`config.mk`:
```
export PLATFORM = sky130hd
export DESIGN_NAME = t8c_core
export DESIGN_NICKNAME = d
export VERILOG_FILES = /design/src/verilog/t8c_pkg.sv /design/src/verilog/t8c_core.sv
export VERILOG_INCLUDE_DIRS = /design/src /design/src/verilog
export SDC_FILE = /design/constraint.sdc
export NUM_CORES = 1
export LEC_CHECK = 0
export ABC_AREA = 1
export ABC_CLOCK_PERIOD_IN_PS = 1900
export BUFFER_PORTS_ARGS = -buffer_cell sky130_fd_sc_hd__buf_2
export CAP_MARGIN = 20
export CORE_MARGIN = 2
export CORE_UTILIZATION = 45
export DETAILED_ROUTE_END_ITERATION = 6
export GPL_TIMING_DRIVEN = 0
export HOLD_SLACK_MARGIN = 0.06
export PLACE_DENSITY_LB_ADDON = 0.1
export SLEW_MARGIN = 20
export SYNTH_ARGS = -nofsm -noshare
export SYNTH_HDL_FRONTEND = slang
export SYNTH_SLANG_ARGS = --single-unit
```
`constraint.sdc`:
```
create_clock -name i_clk_sys -period 1.9 [get_ports i_clk_sys]
set_input_delay 0.285 -clock i_clk_sys [delete_from_list [all_inputs] [get_ports i_clk_sys]]
set_output_delay 0.285 -clock i_clk_sys [all_outputs]
set_load 0.1 [all_outputs]
```
`src/verilog/t8c_cfg.svh`:
```
`ifndef T8C_CFG_SVH
`define T8C_CFG_SVH

// counter limits
`define T8C_BOTTOM        8'h00
`define T8C_MAX           8'hFF
`define T8C_WIDTH         8

// waveform mode field encodings
`define T8C_WM_NORMAL     3'h0
`define T8C_WM_PC_MAX     3'h1
`define T8C_WM_CTC        3'h2
`define T8C_WM_FAST_MAX   3'h3
`define T8C_WM_PC_OCRA    3'h5
`define T8C_WM_FAST_OCRA  3'h7

// clock select field encodings
`define T8C_CS_STOP       3'h0
`define T8C_CS_DIV1       3'h1
`define T8C_CS_DIV8       3'h2
`define T8C_CS_DIV64      3'h3
`define T8C_CS_DIV256     3'h4
`define T8C_CS_DIV1024    3'h5
`define T8C_CS_EXT_FALL   3'h6
`define T8C_CS_EXT_RISE   3'h7

// prescaler taps (bit index whose carry marks a divided tick)
`define T8C_PS_WIDTH      10
`define T8C_PS_TAP8       3'h2
`define T8C_PS_TAP64      3'h5
`define T8C_PS_TAP256     4'h7
`define T8C_PS_TAP1024    4'h9

// flag and mask bit positions
`define T8C_FLAG_OVF      0
`define T8C_FLAG_CMPA     1
`define T8C_FLAG_CMPB     2
`define T8C_FLAG_W        3

// compare output mode encodings
`define T8C_COM_OFF       2'h0
`define T8C_COM_TOGGLE    2'h1
`define T8C_COM_CLEAR     2'h2
`define T8C_COM_SET       2'h3

`endif

```
`src/verilog/t8c_pkg.sv`:
```
package t8c_pkg;

	// control fields written by software
	typedef struct packed {
		logic       timer_power_off_bit;
		logic       async_clock_select;
		logic [2:0] waveform_mode_field;
		logic [2:0] clock_select_field;
		logic [1:0] compare_mode_a;
		logic [1:0] compare_mode_b;
	} t8c_ctrl_t;

	// interrupt flag set
	typedef struct packed {
		logic compare_flag_b;
		logic compare_flag_a;
		logic overflow_flag;
	} t8c_flags_t;

	// counting sequence class
	typedef enum logic [1:0] {
		T8C_SEQ_NORMAL = 2'b00,
		T8C_SEQ_CTC    = 2'b01,
		T8C_SEQ_FAST   = 2'b10,
		T8C_SEQ_PHASE  = 2'b11
	} t8c_seq_t;

endpackage
```
`src/verilog/t8c_core.sv`:
```
`timescale 1ns/100ps
`include "t8c_cfg.svh"

// Function
// - counter and both compare registers are eight bits wide
// - bottom means the counter value is zero
// - max means the counter value is 255
// - top is max or compare register A, chosen by the waveform mode
// - timer clock comes from io clock, or crystal pins when async select set, or external clock pin edges in the two ext selects
// - clock select zero stops the counter completely
// - each timer tick clears, increments or decrements the counter by mode
// - software reads the counter at any time; writes land only while the power-off bit is zero
// - a software counter write beats a same-cycle count or clear
// - three-bit waveform mode picks the counting sequence
// - overflow flag set according to mode and can request an interrupt
// - both compare registers are compared continuously; match sets its flag
// - both compare registers are double buffered
// - all requests visible as flags and gated by their own mask bit
// - timer runs only while its power-off bit is zero
// - compare results drive the waveform outputs of both channels
// - max and bottom indications (o_top, o_bottom) are produced for the waveform logic
// - a match sets the compare flag on the following timer tick
// - buffering only in pwm modes; normal and ctc write directly
// - mode zero counts up, wraps 255 to zero, overflow flag on the wrap
// - mode two clears the counter on a match with compare register A
module t8c_core #(
	parameter int CNT_W = `T8C_WIDTH
) (
	input  wire logic             i_clk_sys,
	input  wire logic             i_arst_n,
	input  wire t8c_pkg::t8c_ctrl_t i_ctrl,
	input  wire logic             i_counter_we,
	input  wire logic [CNT_W-1:0] i_counter_wdata,
	input  wire logic             i_compare_a_we,
	input  wire logic             i_compare_b_we,
	input  wire logic [CNT_W-1:0] i_compare_wdata,
	input  wire logic [2:0]       i_irq_mask_reg,
	input  wire logic [2:0]       i_flag_clear,
	input  wire logic [2:0]       i_irq_ack,
	input  wire logic             i_crystal_pin_1,
	input  wire logic             i_ext_clk_pin,
	output logic                  o_crystal_pin_2,
	output logic [CNT_W-1:0]      o_counter_value,
	output logic [CNT_W-1:0]      o_compare_value_a,
	output logic [CNT_W-1:0]      o_compare_value_b,
	output t8c_pkg::t8c_flags_t   o_irq_flag_reg,
	output logic                  o_irq,
	output logic                  o_compare_out_a,
	output logic                  o_compare_out_b,
	output logic                  o_top,
	output logic                  o_bottom
);

	// ==========================================================
	// pin synchronisers
	// ==========================================================
	logic [1:0]           xtal_sync_ff;
	logic [1:0]           ext_sync_ff;
	logic                 xtal_last_ff;
	logic                 ext_last_ff;
	logic                 xtal_rise;
	logic                 ext_rise;
	logic                 ext_fall;

	// two stages before any logic looks at the pins
	always_ff @(posedge i_clk_sys or negedge i_arst_n) begin
		if (!i_arst_n) begin
			xtal_sync_ff <= 2'h0;
			ext_sync_ff  <= 2'h0;
			xtal_last_ff <= 1'b0;
			ext_last_ff  <= 1'b0;
		end else begin
			xtal_sync_ff <= {xtal_sync_ff[0], i_crystal_pin_1};
			ext_sync_ff  <= {ext_sync_ff[0], i_ext_clk_pin};
			xtal_last_ff <= xtal_sync_ff[1];
			ext_last_ff  <= ext_sync_ff[1];
		end
	end

	assign xtal_rise = xtal_sync_ff[1] & ~xtal_last_ff;
	assign ext_rise  = ext_sync_ff[1] & ~ext_last_ff;
	assign ext_fall  = ~ext_sync_ff[1] & ext_last_ff;

	// oscillator feedback pin: inverted crystal level
	always_ff @(posedge i_clk_sys or negedge i_arst_n) begin
		if (!i_arst_n) begin
			o_crystal_pin_2 <= 1'b0;
		end else begin
			o_crystal_pin_2 <= ~xtal_sync_ff[1];
		end
	end

	// ==========================================================
	// clock select and prescaler
	// ==========================================================
	logic                      powered;
	logic                      base_tick;
	logic [`T8C_PS_WIDTH-1:0]  presc_ff;
	logic [`T8C_PS_WIDTH-1:0]  presc_carry;
	logic                      tick;

	assign powered   = ~i_ctrl.timer_power_off_bit;
	// io clock by default, crystal edges in async operation
	assign base_tick = i_ctrl.async_clock_select ? xtal_rise : 1'b1;

	// free-running divider, held clear while stopped
	always_ff @(posedge i_clk_sys or negedge i_arst_n) begin
		if (!i_arst_n) begin
			presc_ff <= '0;
		end else if (!powered || i_ctrl.clock_select_field == `T8C_CS_STOP) begin
			presc_ff <= '0;
		end else if (base_tick) begin
			presc_ff <= presc_ff + `T8C_PS_WIDTH'(1);
		end
	end

	// a tap carries when all bits up to it are ones
	always_comb begin
		presc_carry[0] = base_tick & presc_ff[0];
		for (int i = 1; i < `T8C_PS_WIDTH; i++) begin
			presc_carry[i] = presc_carry[i-1] & presc_ff[i];
		end
	end

	// one tick per timer clock; none when stopped or powered off
	always_comb begin
		case (i_ctrl.clock_select_field)
			`T8C_CS_STOP:     tick = 1'b0;
			`T8C_CS_DIV1:     tick = base_tick;
			`T8C_CS_DIV8:     tick = presc_carry[`T8C_PS_TAP8];
			`T8C_CS_DIV64:    tick = presc_carry[`T8C_PS_TAP64];
			`T8C_CS_DIV256:   tick = presc_carry[`T8C_PS_TAP256];
			`T8C_CS_DIV1024:  tick = presc_carry[`T8C_PS_TAP1024];
			`T8C_CS_EXT_FALL: tick = ext_fall;
			`T8C_CS_EXT_RISE: tick = ext_rise;
			default:          tick = 1'b0;
		endcase
		tick = tick & powered;
	end

	// ==========================================================
	// mode decode
	// ==========================================================
	t8c_pkg::t8c_seq_t    seq;
	logic                 top_is_a;
	logic [CNT_W-1:0]     top_val;

	// counting sequence from the three-bit field
	always_comb begin
		case (i_ctrl.waveform_mode_field)
			`T8C_WM_NORMAL:    seq = t8c_pkg::T8C_SEQ_NORMAL;
			`T8C_WM_PC_MAX:    seq = t8c_pkg::T8C_SEQ_PHASE;
			`T8C_WM_CTC:       seq = t8c_pkg::T8C_SEQ_CTC;
			`T8C_WM_FAST_MAX:  seq = t8c_pkg::T8C_SEQ_FAST;
			`T8C_WM_PC_OCRA:   seq = t8c_pkg::T8C_SEQ_PHASE;
			`T8C_WM_FAST_OCRA: seq = t8c_pkg::T8C_SEQ_FAST;
			default:           seq = t8c_pkg::T8C_SEQ_NORMAL;
		endcase
		top_is_a = (i_ctrl.waveform_mode_field == `T8C_WM_CTC) ||
		           (i_ctrl.waveform_mode_field == `T8C_WM_PC_OCRA) ||
		           (i_ctrl.waveform_mode_field == `T8C_WM_FAST_OCRA);
	end

	// ==========================================================
	// counter unit
	// ==========================================================
	logic [CNT_W-1:0]     cnt_ff;
	logic [CNT_W-1:0]     nxt_cnt;
	logic                 down_ff;
	logic                 nxt_down;
	logic [CNT_W-1:0]     cmp_a_ff;
	logic [CNT_W-1:0]     cmp_b_ff;
	logic                 at_top;
	logic                 at_bottom;
	logic                 ovf_evt;

	assign top_val   = top_is_a ? cmp_a_ff : CNT_W'(`T8C_MAX);
	assign at_top    = (cnt_ff == top_val);
	assign at_bottom = (cnt_ff == CNT_W'(`T8C_BOTTOM));

	// next count and direction per sequence
	always_comb begin
		nxt_cnt  = cnt_ff;
		nxt_down = down_ff;
		ovf_evt  = 1'b0;
		case (seq)
			t8c_pkg::T8C_SEQ_NORMAL: begin
				nxt_cnt  = cnt_ff + CNT_W'(1);
				nxt_down = 1'b0;
				ovf_evt  = (cnt_ff == CNT_W'(`T8C_MAX));
			end
			t8c_pkg::T8C_SEQ_CTC: begin
				nxt_down = 1'b0;
				nxt_cnt  = at_top ? CNT_W'(`T8C_BOTTOM) : cnt_ff + CNT_W'(1);
				ovf_evt  = (cnt_ff == CNT_W'(`T8C_MAX));
			end
			t8c_pkg::T8C_SEQ_FAST: begin
				nxt_down = 1'b0;
				nxt_cnt  = at_top ? CNT_W'(`T8C_BOTTOM) : cnt_ff + CNT_W'(1);
				ovf_evt  = at_top;
			end
			t8c_pkg::T8C_SEQ_PHASE: begin
				if (down_ff) begin
					nxt_cnt  = at_bottom ? cnt_ff + CNT_W'(1) : cnt_ff - CNT_W'(1);
					nxt_down = at_bottom ? 1'b0 : 1'b1;
					ovf_evt  = at_bottom;
				end else begin
					nxt_cnt  = at_top ? cnt_ff - CNT_W'(1) : cnt_ff + CNT_W'(1);
					nxt_down = at_top;
				end
			end
			default: begin
				nxt_cnt = cnt_ff;
			end
		endcase
	end

	// counter register; software write wins over count or clear
	always_ff @(posedge i_clk_sys or negedge i_arst_n) begin
		if (!i_arst_n) begin
			cnt_ff  <= CNT_W'(`T8C_BOTTOM);
			down_ff <= 1'b0;
		end else if (i_counter_we && powered) begin
			cnt_ff <= i_counter_wdata;
		end else if (tick) begin
			cnt_ff  <= nxt_cnt;
			down_ff <= nxt_down;
		end
	end

	// ==========================================================
	// compare registers with double buffering
	// ==========================================================
	logic [CNT_W-1:0]     buf_a_ff;
	logic [CNT_W-1:0]     buf_b_ff;
	logic                 pwm_mode;
	logic                 upd_point;

	assign pwm_mode  = (seq == t8c_pkg::T8C_SEQ_FAST) || (seq == t8c_pkg::T8C_SEQ_PHASE);
	// fast pwm reloads at top, phase correct at top while counting up
	assign upd_point = tick && ((seq == t8c_pkg::T8C_SEQ_FAST) ? at_top : (at_top && !down_ff));

	// buffer writes land while powered; active copy follows buffer when allowed
	always_ff @(posedge i_clk_sys or negedge i_arst_n) begin
		if (!i_arst_n) begin
			buf_a_ff <= '0;
			buf_b_ff <= '0;
			cmp_a_ff <= '0;
			cmp_b_ff <= '0;
		end else if (powered) begin
			if (i_compare_a_we) begin
				buf_a_ff <= i_compare_wdata;
			end
			if (i_compare_b_we) begin
				buf_b_ff <= i_compare_wdata;
			end
			if (!pwm_mode) begin
				cmp_a_ff <= i_compare_a_we ? i_compare_wdata : buf_a_ff;
				cmp_b_ff <= i_compare_b_we ? i_compare_wdata : buf_b_ff;
			end else if (upd_point) begin
				cmp_a_ff <= buf_a_ff;
				cmp_b_ff <= buf_b_ff;
			end
		end
	end

	// ==========================================================
	// match detection and flags
	// ==========================================================
	logic                 block_ff;
	logic                 match_a;
	logic                 match_b;
	t8c_pkg::t8c_flags_t  flags_ff;
	logic [2:0]           set_vec;
	logic [2:0]           clr_vec;

	assign match_a = (cnt_ff == cmp_a_ff);
	assign match_b = (cnt_ff == cmp_b_ff);

	// a counter write blocks matches on the next timer tick
	always_ff @(posedge i_clk_sys or negedge i_arst_n) begin
		if (!i_arst_n) begin
			block_ff <= 1'b0;
		end else if (i_counter_we && powered) begin
			block_ff <= 1'b1;
		end else if (tick) begin
			block_ff <= 1'b0;
		end
	end

	always_comb begin
		set_vec                  = '0;
		set_vec[`T8C_FLAG_OVF]   = tick && !(i_counter_we && powered) && ovf_evt;
		set_vec[`T8C_FLAG_CMPA]  = tick && !block_ff && match_a;
		set_vec[`T8C_FLAG_CMPB]  = tick && !block_ff && match_b;
		clr_vec                  = i_flag_clear | i_irq_ack;
	end

	// set beats clear in the same cycle
	always_ff @(posedge i_clk_sys or negedge i_arst_n) begin
		if (!i_arst_n) begin
			flags_ff <= '0;
		end else begin
			flags_ff <= (flags_ff & ~clr_vec) | set_vec;
		end
	end

	// ==========================================================
	// waveform outputs
	// ==========================================================
	logic                 wave_a_ff;
	logic                 wave_b_ff;

	// next output level for one channel from mode and match
	function automatic logic t8c_wave(input logic cur, input logic [1:0] com,
		input t8c_pkg::t8c_seq_t sq, input logic hit, input logic bot, input logic dn);
		logic nv;
		nv = cur;
		if (sq == t8c_pkg::T8C_SEQ_NORMAL || sq == t8c_pkg::T8C_SEQ_CTC) begin
			if (hit) begin
				case (com)
					`T8C_COM_TOGGLE: nv = ~cur;
					`T8C_COM_CLEAR:  nv = 1'b0;
					`T8C_COM_SET:    nv = 1'b1;
					default:         nv = cur;
				endcase
			end
		end else if (com == `T8C_COM_CLEAR || com == `T8C_COM_SET) begin
			if (sq == t8c_pkg::T8C_SEQ_FAST) begin
				if (hit) begin
					nv = (com == `T8C_COM_SET);
				end else if (bot) begin
					nv = (com == `T8C_COM_CLEAR);
				end
			end else if (hit) begin
				nv = (com == `T8C_COM_SET) ^ dn;
			end
		end
		return nv;
	endfunction

	always_ff @(posedge i_clk_sys or negedge i_arst_n) begin
		if (!i_arst_n) begin
			wave_a_ff <= 1'b0;
			wave_b_ff <= 1'b0;
		end else if (tick) begin
			wave_a_ff <= t8c_wave(wave_a_ff, i_ctrl.compare_mode_a, seq, match_a && !block_ff,
			                      at_bottom, down_ff);
			wave_b_ff <= t8c_wave(wave_b_ff, i_ctrl.compare_mode_b, seq, match_b && !block_ff,
			                      at_bottom, down_ff);
		end
	end

	// ==========================================================
	// registered outputs
	// ==========================================================
	always_ff @(posedge i_clk_sys or negedge i_arst_n) begin
		if (!i_arst_n) begin
			o_counter_value   <= '0;
			o_compare_value_a <= '0;
			o_compare_value_b <= '0;
			o_irq_flag_reg    <= '0;
			o_irq             <= 1'b0;
			o_compare_out_a   <= 1'b0;
			o_compare_out_b   <= 1'b0;
			o_top             <= 1'b0;
			o_bottom          <= 1'b0;
		end else begin
			o_counter_value   <= cnt_ff;
			o_compare_value_a <= cmp_a_ff;
			o_compare_value_b <= cmp_b_ff;
			o_irq_flag_reg    <= flags_ff;
			o_irq             <= |(flags_ff & i_irq_mask_reg);
			o_compare_out_a   <= (i_ctrl.compare_mode_a != `T8C_COM_OFF) & wave_a_ff;
			o_compare_out_b   <= (i_ctrl.compare_mode_b != `T8C_COM_OFF) & wave_b_ff;
			o_top             <= (cnt_ff == CNT_W'(`T8C_MAX));
			o_bottom          <= at_bottom;
		end
	end

endmodule

```
==> results_dict.tcl <==
set metrics [dict create \
    status "complete, no violations" \
    clock_latency_ns 0.38 \
    layout-drive-gt1-share_pct 27.7 \
    endpoint_kind "flip-flop" \
    layout.nets 816 \
    netlist-cell-type-count 37 \
    cp_top_family "simple AND/OR/NAND/NOR gates" \
    grt_overflow 0 \
    cts.sinks 96 \
    post-route-util_pct 58.0 \
    largest_register "presc_ff" \
    clkTransAtPathRegs_ns 0.09 \
    dp.final_hpwl_microns 8740 \
    period_minus_slack_ns 1.86 \
    die_y_microns 109 \
    cts_tree "yes" \
    grt_start_max_net_pins 61 \
    grt_pass1_vias 4113 \
    multiInputGateArea_sq_um 2330 \
    worstMarginPinSlew_ns 0.547 \
    synth_warnings 0 \
    start_util_pct 46.0 \
    crit_path_cell_trace "buf_6 -> inv_8 -> nand2_4 -> nand2_4 -> nor2_4 -> nand2_1 -> nor2_2 -> nand3_2 -> a21oi_2 -> nand2_2 -> nand2_4 -> nand2_4 -> buf_6 -> nand2_1 -> nand2_1" \
    synth_edf_count 0 \
    h-tree-depth 3 \
    post-route-period-util_pct 97.7 \
    grt_use_total_pct 21.3 \
    ys_ff_latch 96 \
    critPathSlowestCell "dfrtp_1" \
    syn_avg_cell_area_sq_um 7.76 \
    drt_pre_antenna_iters 4 \
    numCtsBuffers 9 \
    antenna_found_initial 0 \
    cp_max_fo 5 \
    place.gp.congestion 0.884 \
    ys.flop_type "dfrtp_1" \
    seq_area_sq_um 2410 \
    die_width_microns 109 \
    mostFrequentLayoutCells "nand2_1, dfrtp_1, buf_2, o21ai_0, inv_1" \
    fmax_ghz 0.539 \
    setup_tns_ns 0 \
    antenna_cells 0 \
    peakVddDrop_v 0.000612 \
    coreArea_sq_um 10800 \
    rsz0062_at_grt "yes" \
    finalHoldViolations 0 \
    powerDensity_nw_per_um2 967 \
    largest_reg_flops 10 \
    io_pins 77 \
    viasPerCell 4.95 \
    ant_nets 0 \
    ctsLongestPathBuffers 2 \
    root_buffer "clkbuf_8" \
    syn_nets 691 \
    synth.cell_area_sq_um 4970 \
    drtIter0Drc 264 \
    crit_buf_inv 3 \
    arrival_ns 2.13 \
    io_buffers 75 \
    async_flop_share_pct 100 \
    crit_path_start_kind "flip-flop" \
    drcViolationCount 0 \
    synth-seq-area-share_pct 48.4 \
    post_drt_wl_per_cell_microns 13.5 \
    drv_cap 0 \
    slew_headroom_pct 63.5 \
    dieArea_sq_um 11900 \
    slowest_delay_ns 0.37 \
    static-leakage-power_nw 3.27 \
    skew_ns 0.00556 \
    netlist_instances 640 \
    layout_commonest_cell "nand2_1" \
    setup_viol 0 \
    num_rows 38 \
    n_fill_cell 1028 \
    wirelength_microns 12300 \
    drv_slew 0 \
    syn_to_final_growth_pct 26.1 \
    crit_type "flip-flop to flip-flop" \
    grt_pass1_wl_microns 19600 \
    route.vias.total 4502 \
    hp-class "primary input to flip-flop" \
    crit_top_cell "nand2_4" \
    worst_ep_required_time_ns 2.17 \
]
-- per-stage QoR --
step,cells,instance area [sq um],total power [mW],hold WS [ns],setup WS [ns]
after detailed placement,856,5550,4.40,0.208,-0.251
after global placement,855,5520,4.36,0.335,-0.406
final,910,6260,6.05,0.126,0.0434
after global routing,910,6260,6.38,0.115,-0.0778
after CTS,881,5850,5.82,0.105,0.00637
after floorplan,640,4970,3.94,-0.0106,0.221
-- report_power, final --
part           switching (mW)  internal, mW  leakage (nW)
Clock                   0.689         0.678         0.103
Sequential              0.196          2.29          1.22
Combinational            1.56         0.636          1.95
-- worst reg2reg max path, cell delays in order (launching register included) --
cell	delay, ns
dfrtp_1	0.37
buf_6	0.16
inv_8	0.05
nand2_4	0.06
nand2_4	0.06
nor2_4	0.08
nand2_1	0.06
nor2_2	0.11
nand3_2	0.14
a21oi_2	0.16
nand2_2	0.08
nand2_4	0.10
nand2_4	0.09
buf_6	0.15
nand2_1	0.06
nand2_1	0.05
-- layout make-up --
| cell class | count | share of cell area, % |
|---|---|---|
| Inverter | 79 | 4.98 |
| Clock buffer | 13 | 2.54 |
| Buffer | 19 | 1.98 |
| Tap cell | 140 | 2.80 |
| Clock inverter | 3 | 0.639 |
| Multi-Input combinational cell | 446 | 37.3 |
| Sequential cell | 96 | 38.4 |
| Timing Repair Buffer | 114 | 11.4 |
-- Yosys cell counts, types with 4 or more instances --
cell,number,area (sq um)
dfrtp_1,96,2400
a21oi_1,9,45.0
inv_1,64,240
ha_1,7,87.6
clkbuf_1,12,45.0
nand3_1,45,225
xor2_1,14,123
o21ai_0,69,345
inv_2,13,48.8
nor2_2,4,25.0
nor2_1,49,184
nand2_2,5,31.3
nand2_1,201,754
nor3_1,6,30.0
nand4_1,8,50.1
-- metal layers --
layer  part of all wire [%]  global-route usage, %
met1                     44                   27.1
met2                     50                   36.4
met3                    4.9                   4.90
met4                    1.4                   5.95
met5                      0                      0
-- path summary, 6_finish.rpt --
path / start / endpoint / slack, ns / cells past startpoint
max: cnt_ff[3]$_DFFE_PN0P_ / cmp_b_ff[1]$_DFFE_PN0P_ / 0.04 / 15
min: i_irq_mask_reg[2] / o_irq$_DFF_PN0_ / 0.13 / 3
max reg2reg: cnt_ff[3]$_DFFE_PN0P_ / cmp_b_ff[1]$_DFFE_PN0P_ / 0.04 / 15
min reg2reg: ext_sync_ff[0]$_DFF_PN0_ / ext_sync_ff[1]$_DFF_PN0_ / 0.36 / 0
max in group asynchronous: i_arst_n / buf_a_ff[1]$_DFFE_PN0N_ / 0.93 / 3
min in group asynchronous: i_arst_n / flags_ff[0]$_DFF_PN0_ / 0.37 / 2
-- cells by family (layout without fill, tap and decap cells) --
| group | after synthesis | in the layout | synth area share (%) |
|---|---|---|---|
| and+or+nand+nor | 330 | 330 | 28.6 |
| adders and majority gates | 7 | 7 | 1.76 |
| buffers and inverters | 98 | 228 | 8.16 |
| AOI/OAI and AO/OA | 95 | 95 | 10.7 |
| DFF | 96 | 96 | 48.4 |
| xor gates and xnor gates | 14 | 14 | 2.47 |
-- repair_timing --
item,in CTS,in global routing
gates cloned,0,1
hold buffers,3,0
pin swaps,1,23
endpoints found under the hold margin,38,0
setup buffers,6,29
gates resized for setup,10,64
setup endpoints to repair,18,27
Power figures use the tool's default switching activity.
